<file path="src/design/pwmif_pkg.sv">
// Notes on behaviour
// - Unit one pending flag sits at bit 4, units two to four at bits 5 to 7.
// - A flag bit reads one while its unit has an interrupt pending, else zero.
// - Flags are read-only here; only clearing inside the originating unit clears them.
// - A flag sets on its condition regardless of per-source or global enable.
// - Bits 3 to 0 are unimplemented and always read zero.
package pwmif_pkg;
   // ****************************************************
   // Register map
   // ****************************************************
   localparam logic [11:0] PWMIF_PENDING_OFS = 12'h000;
   localparam logic [11:0] PWMIF_MASK_OFS = 12'h004;
   localparam logic [11:0] PWMIF_STATUS_OFS = 12'h008;
   localparam int PWMIF_UNITS = 4;
   localparam int PWMIF_FLAG_LSB = 4;
   localparam logic [7:0] PWMIF_PENDING_RST = 8'h00;
   localparam logic [3:0] PWMIF_MASK_RST = 4'h0;
   localparam logic [1:0] PWMIF_HTRANS_NONSEQ = 2'h2;
   localparam logic [1:0] PWMIF_HTRANS_SEQ = 2'h3;

   typedef struct packed {
      logic sel;
      logic write;
      logic [11:0] addr;
   } pwmif_req_s;
endpackage : pwmif_pkg

</file>
<file path="src/design/pwmif_ahb_slave.sv">
`timescale 1ns/1ps
// ****************************************************
// AHB-Lite slave front end, zero wait states
// ****************************************************
module pwmif_ahb_slave
(
   input wire logic hclk,
   input wire logic hresetn,
   input wire logic hsel,
   input wire logic [31:0] haddr,
   input wire logic [1:0] htrans,
   input wire logic hwrite,
   input wire logic hready,
   output pwmif_pkg::pwmif_req_s req
);
   import pwmif_pkg::*;
   pwmif_req_s next_req;

   always_comb
   begin
      next_req.sel = hsel && hready &&
         (htrans == PWMIF_HTRANS_NONSEQ || htrans == PWMIF_HTRANS_SEQ);
      next_req.write = hwrite;
      next_req.addr = haddr[11:0];
   end

   always_ff @(posedge hclk or negedge hresetn)
   begin
      if (!hresetn)
         req <= '0;
      else
         req <= next_req;
   end
endmodule : pwmif_ahb_slave

</file>
<file path="src/design/pwmif_flag_bank.sv">
`timescale 1ns/1ps
// ****************************************************
// Pending flags mirrored from the PWM units
// ****************************************************
module pwmif_flag_bank
#(
   parameter int UNITS = 4
)
(
   input wire logic hclk,
   input wire logic hresetn,
   input wire logic [UNITS-1:0] unit_pending,
   output logic [UNITS-1:0] flags
);
   logic [UNITS-1:0] next_flags;

   // Mirror only: no enable gates the flag, and no bus write reaches it
   genvar i;
   generate
      for (i = 0; i < UNITS; i++)
      begin : g_flag
         always_comb
         begin
            next_flags[i] = unit_pending[i];
         end
      end
   endgenerate

   always_ff @(posedge hclk or negedge hresetn)
   begin
      if (!hresetn)
         flags <= '0;
      else
         flags <= next_flags;
   end

   // Only the unit input moves a flag, one cycle later
   a_flag_mirror: assert property (
      @(posedge hclk) disable iff (!hresetn)
      flags == $past(unit_pending)
   )
   else
      $error("flag does not mirror the unit");
endmodule : pwmif_flag_bank

</file>
<file path="src/design/pwmif_top.sv">
// Decided for this implementation: the AHB-Lite slave port and the address map.
`timescale 1ns/1ps
// ****************************************************
// PWM interrupt flag register, AHB-Lite slave
// ****************************************************
module pwmif_top
(
   input wire logic hclk,
   input wire logic hresetn,
   input wire logic hsel,
   input wire logic [31:0] haddr,
   input wire logic [1:0] htrans,
   input wire logic hwrite,
   input wire logic [2:0] hsize,
   input wire logic [31:0] hwdata,
   input wire logic hready,
   input wire logic [pwmif_pkg::PWMIF_UNITS-1:0] unit_pending,
   output logic [31:0] hrdata,
   output logic hreadyout,
   output logic hresp,
   output logic irq
);
   import pwmif_pkg::*;

   pwmif_req_s req;
   logic [PWMIF_UNITS-1:0] flags;
   logic [PWMIF_UNITS-1:0] flags_q;
   logic [PWMIF_UNITS-1:0] mask;
   logic [PWMIF_UNITS-1:0] status;
   logic [PWMIF_UNITS-1:0] next_mask;
   logic [PWMIF_UNITS-1:0] next_status;
   logic [31:0] next_hrdata;
   logic next_irq;
   logic [7:0] pending_byte;
   logic rd_take;

   pwmif_ahb_slave u_slave
   (
      .hclk(hclk),
      .hresetn(hresetn),
      .hsel(hsel),
      .haddr(haddr),
      .htrans(htrans),
      .hwrite(hwrite),
      .hready(hready),
      .req(req)
   );

   pwmif_flag_bank #(.UNITS(PWMIF_UNITS)) u_flags
   (
      .hclk(hclk),
      .hresetn(hresetn),
      .unit_pending(unit_pending),
      .flags(flags)
   );

   // ****************************************************
   // Register read and write
   // ****************************************************
   always_comb
   begin
      pending_byte = {flags, 4'h0};
      next_mask = mask;
      next_status = status | (flags & ~flags_q);
      next_hrdata = hrdata;
      if (req.sel && req.write)
      begin
         // Pending register ignores writes; flags clear only in the units
         if (req.addr == PWMIF_MASK_OFS)
            next_mask = hwdata[PWMIF_UNITS-1:0];
         if (req.addr == PWMIF_STATUS_OFS)
            next_status = (status & ~hwdata[PWMIF_UNITS-1:0]) | (flags & ~flags_q);
      end
      // Decode the live address phase so read data stands in the data phase
      rd_take = hsel && hready && !hwrite &&
         (htrans == PWMIF_HTRANS_NONSEQ || htrans == PWMIF_HTRANS_SEQ);
      if (rd_take)
      begin
         unique case (haddr[11:0])
            PWMIF_PENDING_OFS: next_hrdata = {24'h000000, pending_byte};
            PWMIF_MASK_OFS: next_hrdata = {28'h0000000, mask};
            PWMIF_STATUS_OFS: next_hrdata = {28'h0000000, status};
            default: next_hrdata = 32'h00000000;
         endcase
      end
      next_irq = |(next_status & next_mask);
   end

   // Read data registered at the address phase so it stands in the data phase
   always_ff @(posedge hclk or negedge hresetn)
   begin
      if (!hresetn)
      begin
         mask <= PWMIF_MASK_RST;
         status <= '0;
         flags_q <= '0;
         hrdata <= 32'h00000000;
         hreadyout <= 1'b1;
         hresp <= 1'b0;
         irq <= 1'b0;
      end
      else
      begin
         mask <= next_mask;
         status <= next_status;
         flags_q <= flags;
         hrdata <= next_hrdata;
         hreadyout <= 1'b1;
         hresp <= 1'b0;
         irq <= next_irq;
      end
   end

   // ****************************************************
   // Bus response checks
   // ****************************************************
   // Zero wait states: the slave never stretches a transfer
   a_okay_response: assert property (
      @(posedge hclk) disable iff (!hresetn)
      hreadyout && !hresp
   )
   else
      $error("bus response not ready or not okay");

   // Read data must hold through the data phase of the last read
   a_hrdata_hold: assert property (
      @(posedge hclk) disable iff (!hresetn)
      !rd_take |=> $stable(hrdata)
   )
   else
      $error("read data changed without a read");

   // ****************************************************
   // Read map checks
   // ****************************************************
   // Flags sit in the upper nibble, the lower nibble reads zero
   a_pending_map: assert property (
      @(posedge hclk) disable iff (!hresetn)
      rd_take && haddr[11:0] == PWMIF_PENDING_OFS
      |=> hrdata == {24'h000000, $past(flags), 4'h0}
   )
   else
      $error("pending read does not match the flags");

   a_mask_read: assert property (
      @(posedge hclk) disable iff (!hresetn)
      rd_take && haddr[11:0] == PWMIF_MASK_OFS
      |=> hrdata == {28'h0000000, $past(mask)}
   )
   else
      $error("mask read does not match the mask");

   a_status_read: assert property (
      @(posedge hclk) disable iff (!hresetn)
      rd_take && haddr[11:0] == PWMIF_STATUS_OFS
      |=> hrdata == {28'h0000000, $past(status)}
   )
   else
      $error("status read does not match the status");

   // Unmapped words read as zero so software sees no stale data
   a_unmapped_zero: assert property (
      @(posedge hclk) disable iff (!hresetn)
      rd_take && haddr[11:0] != PWMIF_PENDING_OFS &&
      haddr[11:0] != PWMIF_MASK_OFS && haddr[11:0] != PWMIF_STATUS_OFS
      |=> hrdata == 32'h00000000
   )
   else
      $error("unmapped read not zero");

   // ****************************************************
   // Status, mask and interrupt checks
   // ****************************************************
   // A flag edge sets status whatever the mask holds
   a_status_set: assert property (
      @(posedge hclk) disable iff (!hresetn)
      |(flags & ~flags_q)
      |=> (status & $past(flags & ~flags_q)) == $past(flags & ~flags_q)
   )
   else
      $error("flag edge did not set status");

   // Write one to clear; a new edge in the same cycle wins
   a_status_clear: assert property (
      @(posedge hclk) disable iff (!hresetn)
      req.sel && req.write && req.addr == PWMIF_STATUS_OFS
      |=> status == (($past(status) & ~$past(hwdata[PWMIF_UNITS-1:0]))
                     | $past(flags & ~flags_q))
   )
   else
      $error("status clear wrong");

   a_mask_write: assert property (
      @(posedge hclk) disable iff (!hresetn)
      req.sel && req.write && req.addr == PWMIF_MASK_OFS
      |=> mask == $past(hwdata[PWMIF_UNITS-1:0])
   )
   else
      $error("mask write lost");

   // Registered from the next values, so irq tracks status and mask exactly
   a_irq_level: assert property (
      @(posedge hclk) disable iff (!hresetn)
      irq == |(status & mask)
   )
   else
      $error("irq does not follow masked status");

   // ****************************************************
   // Reset checks
   // ****************************************************
   // No disable here: the check is about the reset itself
   a_reset_clear: assert property (
      @(posedge hclk)
      $rose(hresetn) |-> flags == '0 && status == '0 && irq == 1'b0 &&
      hrdata == 32'h00000000
   )
   else
      $error("state not clear after reset");
endmodule : pwmif_top

</file>
<file path="config.mk">
export PLATFORM = sky130hd
export DESIGN_NAME = pwmif_top
export DESIGN_NICKNAME = d
export VERILOG_FILES = /design/src/design/pwmif_pkg.sv /design/src/design/pwmif_ahb_slave.sv /design/src/design/pwmif_flag_bank.sv /design/src/design/pwmif_top.sv
export SDC_FILE = /design/constraint.sdc
export NUM_CORES = 1
export LEC_CHECK = 0
export BUFFER_PORTS_ARGS = -buffer_cell sky130_fd_sc_hd__clkbuf_2
export CAP_MARGIN = 40
export CORE_UTILIZATION = 39
export CTS_CLUSTER_DIAMETER = 60
export DETAILED_ROUTE_END_ITERATION = 8
export PLACE_DENSITY_LB_ADDON = 0.25
export SYNTH_ARGS = -nofsm -noshare
export SYNTH_HDL_FRONTEND = slang
export SYNTH_SLANG_ARGS = --single-unit
</file>
<file path="constraint.sdc">
create_clock -name hclk -period 1.88 [get_ports hclk]
set_input_delay 0.376 -clock hclk [delete_from_list [all_inputs] [get_ports hclk]]
set_output_delay 0.376 -clock hclk [all_outputs]
set_load 0.05 [all_outputs]
</file>
==> results of run 1 <==
==> area by class of cell <==
class / instances / area, µm² / share of cell area
flip-flops and latches: 39 / 976 / 0.539
well taps: 48 / 60.1 / 0.0331
clock buffers: 6 / 82.6 / 0.0456
clock inverters: 1 / 5.00 / 0.00276
repair buffers: 36 / 185 / 0.102
multi-input cells: 79 / 503 / 0.278
==> logic make-up after synthesis <==
| logic type | count (synthesis) | synth area share |
|---|---|---|
| AND/OR/NAND/NOR | 29 | 0.137 |
| other | 2 | 0.00473 |
| flip-flops | 39 | 0.614 |
| multiplexers | 4 | 0.0283 |
| buffers and inverters | 27 | 0.126 |
| AO/OA/AOI/OAI | 20 | 0.0898 |
==> cell usage in the layout (no fill, tap or decap) <==
master and instances:
and3_1 1, mux2_2 4, nand4_2 1, nand4_1 1, a22o_1 4, o21ai_2 2, nand2_1 4, nand4b_2 1
clkbuf_2 34, conb_1 26, a21boi_1 4, nor2_1 1, and4_1 1, o21ai_0 4, dfrtp_1 39, nor2b_1 8
nor4_1 2, a22oi_1 4, o21ai_1 2, clkinv_2 1, buf_4 2, nor4_4 1, nand2b_1 1, or2_1 4
and4bb_1 1, nor3_2 1, clkbuf_8 6, nor4_2 1
==> state kept, by name (all words and copies together), names as in the netlist <==
name / flops
irq: 1
status: 4
u_flags.flags: 4
flags_q: 4
u_slave.req: 14
mask: 4
hrdata: 8
==> power by group through the flow <==
stage	registers [mW]	clock network, mW	logic [mW]
2_1_floorplan	0.897	0	0.182
3_3_place_gp	0.896	0	0.193
3_5_place_dp	0.898	0	0.197
4_1_cts	0.882	0.566	0.197
5_1_grt	0.884	0.602	0.210
6_report	0.881	0.558	0.195
==> metal layers <==
layer	up-vias	GRT usage	part of all wire
met1	443	0.150	0.44
met5	-	0	0
met2	45	0.228	0.48
met4	0	0.0734	0.0099
li1	444	-	-
met3	4	0.0448	0.072
==> worst max-delay path by stage <==
stage | end | from | cells after the start
floorplan | irq | u_slave.req[5] | 5
global placement | hrdata[7] | haddr[11] | 5
detailed placement | hrdata[4] | haddr[11] | 5
CTS | irq | u_slave.req[9] | 5
global route | irq | u_slave.req[9] | 5
finish | irq | u_slave.req[9] | 5
==> through the flow <==
| step | worst slack (ps) | instances | instance area (µm²) |
|---|---|---|---|
| 6_report | 299 | 209 | 1810 |
| 5_1_grt | 205 | 209 | 1810 |
| 4_1_cts | 273 | 209 | 1810 |
| 3_5_place_dp | 161 | 202 | 1720 |
| 3_3_place_gp | 228 | 202 | 1720 |
| 2_1_floorplan | 463 | 145 | 1680 |
==> cell usage after synthesis (all sizes together) <==
library cell	instances	area (µm²)
dfrtp	39	976
buf	27	200
nor2b	8	50.1
o21ai	8	47.6
a21boi	4	30.0
a22o	4	35.0
a22oi	4	30.0
mux2	4	45.0
nand2	4	15.0
nor4	4	46.3
or2	4	25.0
conb	2	7.51
nand4	2	18.8
and3	1	6.26
and4	1	8.76
and4bb	1	12.5
nand2b	1	6.26
nand4b	1	15.0
nor2	1	3.75
nor3	1	10.0
==> summary.md, run 1 <==
| Metric | Value |
|---|---|
| Clock Skews | `approximately 3.9 ps` |
| Layout area overhead | `14.0%` |
| Worst path slowest cell | `dfrtp_1` |
| Slew Limit Fails | `0` |
| Boundary pin count | `between 100 and 150` |
| Final TNS setup | `0 ps` |
| Number of max-cap violations | `0` |
| Period Utilization, post-route | `0.841` |
| CTS max path bufs | `2` |
| Synth warnings | `0` |
| Reg clk slew, reported paths | `70 ps` |
| Type of the worst setup path | `register to register` |
| DRC errors left | `0` |
| Hold Vio Cnt, Final | `0` |
| Post-synthesis register bit count | `39` |
| Tot GR Track Use | `0.136` |
| Hold Slack | `124 ps` |
| Fillers | `354` |
| WL per Instance | `12.1 µm` |
| Global-route wire length before repair | `4180 µm` |
| Share of cells above drive strength 1 | `0.335` |
| ANT cells | `0` |
| Skew-Pair Late Insertion Delay | `about 290 ps` |
| 1st-pass router iterations | `4` |
| Cell Pwr Density | `902 mW/mm²` |
| Initial cell density of the core | `0.421` |
| Max VDD drop | `0.555 mV` |
| Final setup fails | `0` |
| Gpl congestion | `0.693` |
| H-tree lvl count | `2` |
| Delay-heaviest family, CP | `simple AND/OR/NAND/NOR gates` |
| Height of the die | `65.8 µm` |
| Worst Hold Class | `input port to async pin` |
| Buf+Inv Stages, Crit Path | `0` |
| ANT nets after route | `0` |
| Iter 0 DRT Violations | `24` |
| Syn Inst Count | `around 120` |
| Crit Reg-Reg Startpoint | `u_slave.req[9]` |
| Max Fclk | `632 MHz` |
| Pint | `1.19 mW` |
| Hold buffers post-CTS | `0` |
| HPWL Detailed | `about 1900 µm` |
| Synth cell types | `26` |
| CTS Root Cell | `clkbuf_8` |
| Port Buffers | `34` |
| Crit. End Element | `register` |
| Combinational share of power | `0.119` |
| Final Net Count | `239` |
| RR Endpoint | `irq` |
| Drt total wl | `2520 µm` |
| Syn_area_per_cell | `13.1 µm²` |
| Critical path required time | `2040 ps` |
| Vias in the first global route | `roughly 940` |
| Final core occ | `0.480` |
| Full die area | `around 0.0043 mm²` |
| TritonCTS buffer count | `5` |
| Clock share of power | `0.341` |
| Reg2Reg Setup Slack | `300 ps` |
| Postcts setup bufs | `0` |
| Status | `complete, no violations` |
| Critical path, cell by cell | `nor4_2 > nand4_2 > mux2_2 > o21ai_1 > nand4_1` |
| Net Sw Frac | `0.271` |
| Total power | `1.63 mW` |
| Worst R2R Path Depth | `5` |
| Die W | `~66 µm` |
| Unrepaired setup endpoints after global routing | `false` |
| DR vias/cell | `4.48` |
| Via count | `936` |
| Critical path arrival | `1750 ps` |
| PostCTS Resize Cnt | `0` |
| Final min period | `1580 ps` |
| CTS tree | `built` |
| Core Area | `0.00377 mm²` |
| Register area share after synthesis | `0.614` |
| Startpoint types | `register` |
| Number of cell rows | `22` |
| P_leak | `0.884 nW` |
| Gr ovfl total | `0` |
| Largest stage delay, worst path | `370 ps` |
| Post-synthesis cell area | `about 0.0016 mm²` |
| Largest net degree at the start of global routing | `40` |
| Sink Count | `39` |
| P_sw | `442 µW` |
| Max FO, Critical Path | `4` |
| Initial antenna violation count | `0` |
| Share of power burned in registers | `0.539` |
Power figures use the tool's default switching activity.
==> inputs of run 2 (changes only) <==
CORE_UTILIZATION = 36   (was 39)
clock period = 1.35 ns   (was 1.88 ns; I/O delays follow)
==> run 2 against run 1 <==
Effect of this change: the run now ends with setup timing left; setup slack lost 490 ps; cell count grew 3.3%; routed wire length grew 5.5%; non-clock buffer count grew 4; clock skew grew 4.6 ps; sequential power grew 40%; flip-flop and latch count is the same; via count grew 1.8%; total power grew 39%; clock power grew 35%; core utilization shrank 2.5 points; register-to-register slack lost 490 ps; critical endpoint unchanged.
==> summary.md, run 2 (same netlist as run 1, synthesis figures left out) <==
| Metric | Value |
|---|---|
| Hold Vio Cnt, Final | `0 (unchanged)` |
| Tot GR Track Use | `0.134 (-0.00129)` |
| Total power | `2.27 mW (+39%)` |
| Commonest non-fill, non-tap cells in the layout | `dfrtp_1 (39), clkbuf_2 (34), conb_1 (26)` |
| Critical path required time | `1520 ps (-520 ps)` |
| Gpl congestion | `0.661 (-4.6%)` |
| Final Net Count | `243 (+1.7%)` |
| 1st-pass router iterations | `4 (unchanged)` |
| Port Buffers | `34 (unchanged)` |
| Skew-Pair Late Insertion Delay | `290 ps (about the same)` |
| CTS tree | `built` |
| ANT nets after route | `0 (unchanged)` |
| Worst Hold Class | `input port to async pin` |
| H-tree lvl count | `2 (unchanged)` |
| Final WS setup | `-188 ps (-487 ps)` |
| Vias in the first global route | `950 (+1.3%)` |
| Number of cell rows | `23 (+4.5%)` |
| Height of the die | `68.4 µm (+4.0%)` |
| Gr ovfl total | `0 (unchanged)` |
| Violated checks | `setup timing` |
| Unrepaired setup endpoints after global routing | `true` |
| P_leak | `0.915 nW (+3.5%)` |
| Critical path arrival | `1710 ps (-40 ps)` |
| Type of the worst setup path | `register to register` |
| Biggest regs | `u_slave.req: 14 flops, hrdata: 8 flops` |
| Max FO, Critical Path | `4 (unchanged)` |
| Final min period | `1540 ps (-42.9 ps)` |
| DRC errors left | `0 (unchanged)` |
| Final setup fails | `9 (+9)` |
| Reg clk slew, reported paths | `80 ps (about the same)` |
| Full die area | `0.00468 mm² (+8.1%)` |
| DR vias/cell | `4.41 (-1.5%)` |
| Iter 0 DRT Violations | `24 (unchanged)` |
| Biggest register | `u_slave.req` |
| Slew Limit Fails | `0 (unchanged)` |
| Hold buffers post-CTS | `0 (unchanged)` |
| Sink Count | `39 (unchanged)` |
| HPWL Detailed | `2050 µm (+5.7%)` |
| CTS max path bufs | `2 (unchanged)` |
| Largest net degree at the start of global routing | `40 (unchanged)` |
| Max reg flops | `14 (unchanged)` |
| Cell Pwr Density | `1210 mW/mm² (+34%)` |
| Clock Skews | `8.50 ps (+4.60 ps)` |
| WL per Instance | `12.3 µm (+2.1%)` |
| Most common cell after layout, fill and taps aside | `dfrtp_1` |
| Startpoint types | `register` |
| Global-route wire length before repair | `4370 µm (+4.6%)` |
| Drt total wl | `2660 µm (+5.5%)` |
| Number of max-cap violations | `0 (unchanged)` |
| Initial antenna violation count | `0 (unchanged)` |
| Share of cells above drive strength 1 | `0.367 (+0.0321)` |
| Core Area | `0.00412 mm² (+9.1%)` |
| Max VDD drop | `0.621 mV (+12%)` |
| TritonCTS buffer count | `5 (unchanged)` |
| Via count | `953 (+1.8%)` |
| Placed Area | `0.00176 mm² (+1.9%)` |
| Max Fclk | `650 MHz (+2.8%)` |
| Die W | `68.4 µm (+4.0%)` |
| ANT cells | `0 (unchanged)` |
| CTS Root Cell | `clkbuf_8` |
| Critical Path Source | `u_slave.req[10]` |
| Final instance area | `0.00188 mm² (+3.5%)` |
| Period Utilization, post-route | `1.14 (+0.298)` |
| Status | `finished, violations left` |
| Initial cell density of the core | `0.386 (-0.0352)` |
| Hold Slack | `22.3 ps (-102 ps)` |
| Layout area overhead | `18.0%` |
| Boundary pin count | `113 (unchanged)` |
| Crit Reg-Reg Startpoint | `u_slave.req[10]` |
| Crit. End Element | `register` |
==> run 2: changes by cell type in the layout (fill, tap and decap cells not counted), sizes merged <==
cell	change
buf	+4
clkinvlp	+1
==> run 2: timing repair <==
action,CTS,global route
setup buffers,0,0
gates resized for setup,7,0
setup endpoints to repair,9,9
pin swaps,3,3
==> run 2: path summary, 6_finish.rpt <==
kind                               endpoint  slack [ps]  cells after the start
max                                     irq        -190                      5
min                                 mask[3]          20                      2
max reg2reg                             irq        -190                      5
min reg2reg                      flags_q[3]         410                      0
max in group asynchronous         hrdata[2]        1000                      2
min in group hclk          u_flags.flags[0]          90                      1
==> run 2: final cells by class <==
class,count,area (µm²)
clock buffer,6,72.6
clock inverter,2,12.5
fill,374,2240
multi-input combinational,79,537
sequential,39,976
tap,50,62.6
timing repair buffer,40,215
==> run 2: through the flow <==
stage / cells / TNS [ps] / setup WS (ps) / util
floorplan: 145 / -66.6 / -66.6 / -
global placement: 208 / -1360 / -253 / 0.427
detailed placement: 208 / -1420 / -236 / 0.427
CTS: 216 / -1100 / -214 / 0.456
global route: 216 / -1480 / -265 / 0.456
finish: 216 / -957 / -188 / 0.456
==> run 2: routing by layer <==
metal	share of wire	vias to the layer above	GRT usage
met5	0	-	0
met1	0.44	449	0.163
li1	-	455	-
met4	0.012	0	0.0469
met3	0.059	4	0.0550
met2	0.49	45	0.214
==> run 2: power breakdown <==
part | total, mW | internal (mW) | switching (mW)
combinational | 0.283 | 0.0582 | 0.224
clock | 0.755 | 0.361 | 0.394
sequential | 1.23 | 1.21 | 0.0222
==> run 2: critical path, cell delays in order, from the launching register on <==
cell and delay [ps]:
dfrtp_1 390, nor4_4 350, nand4_4 180, mux2_4 340, o21ai_2 60, nand4_1 90
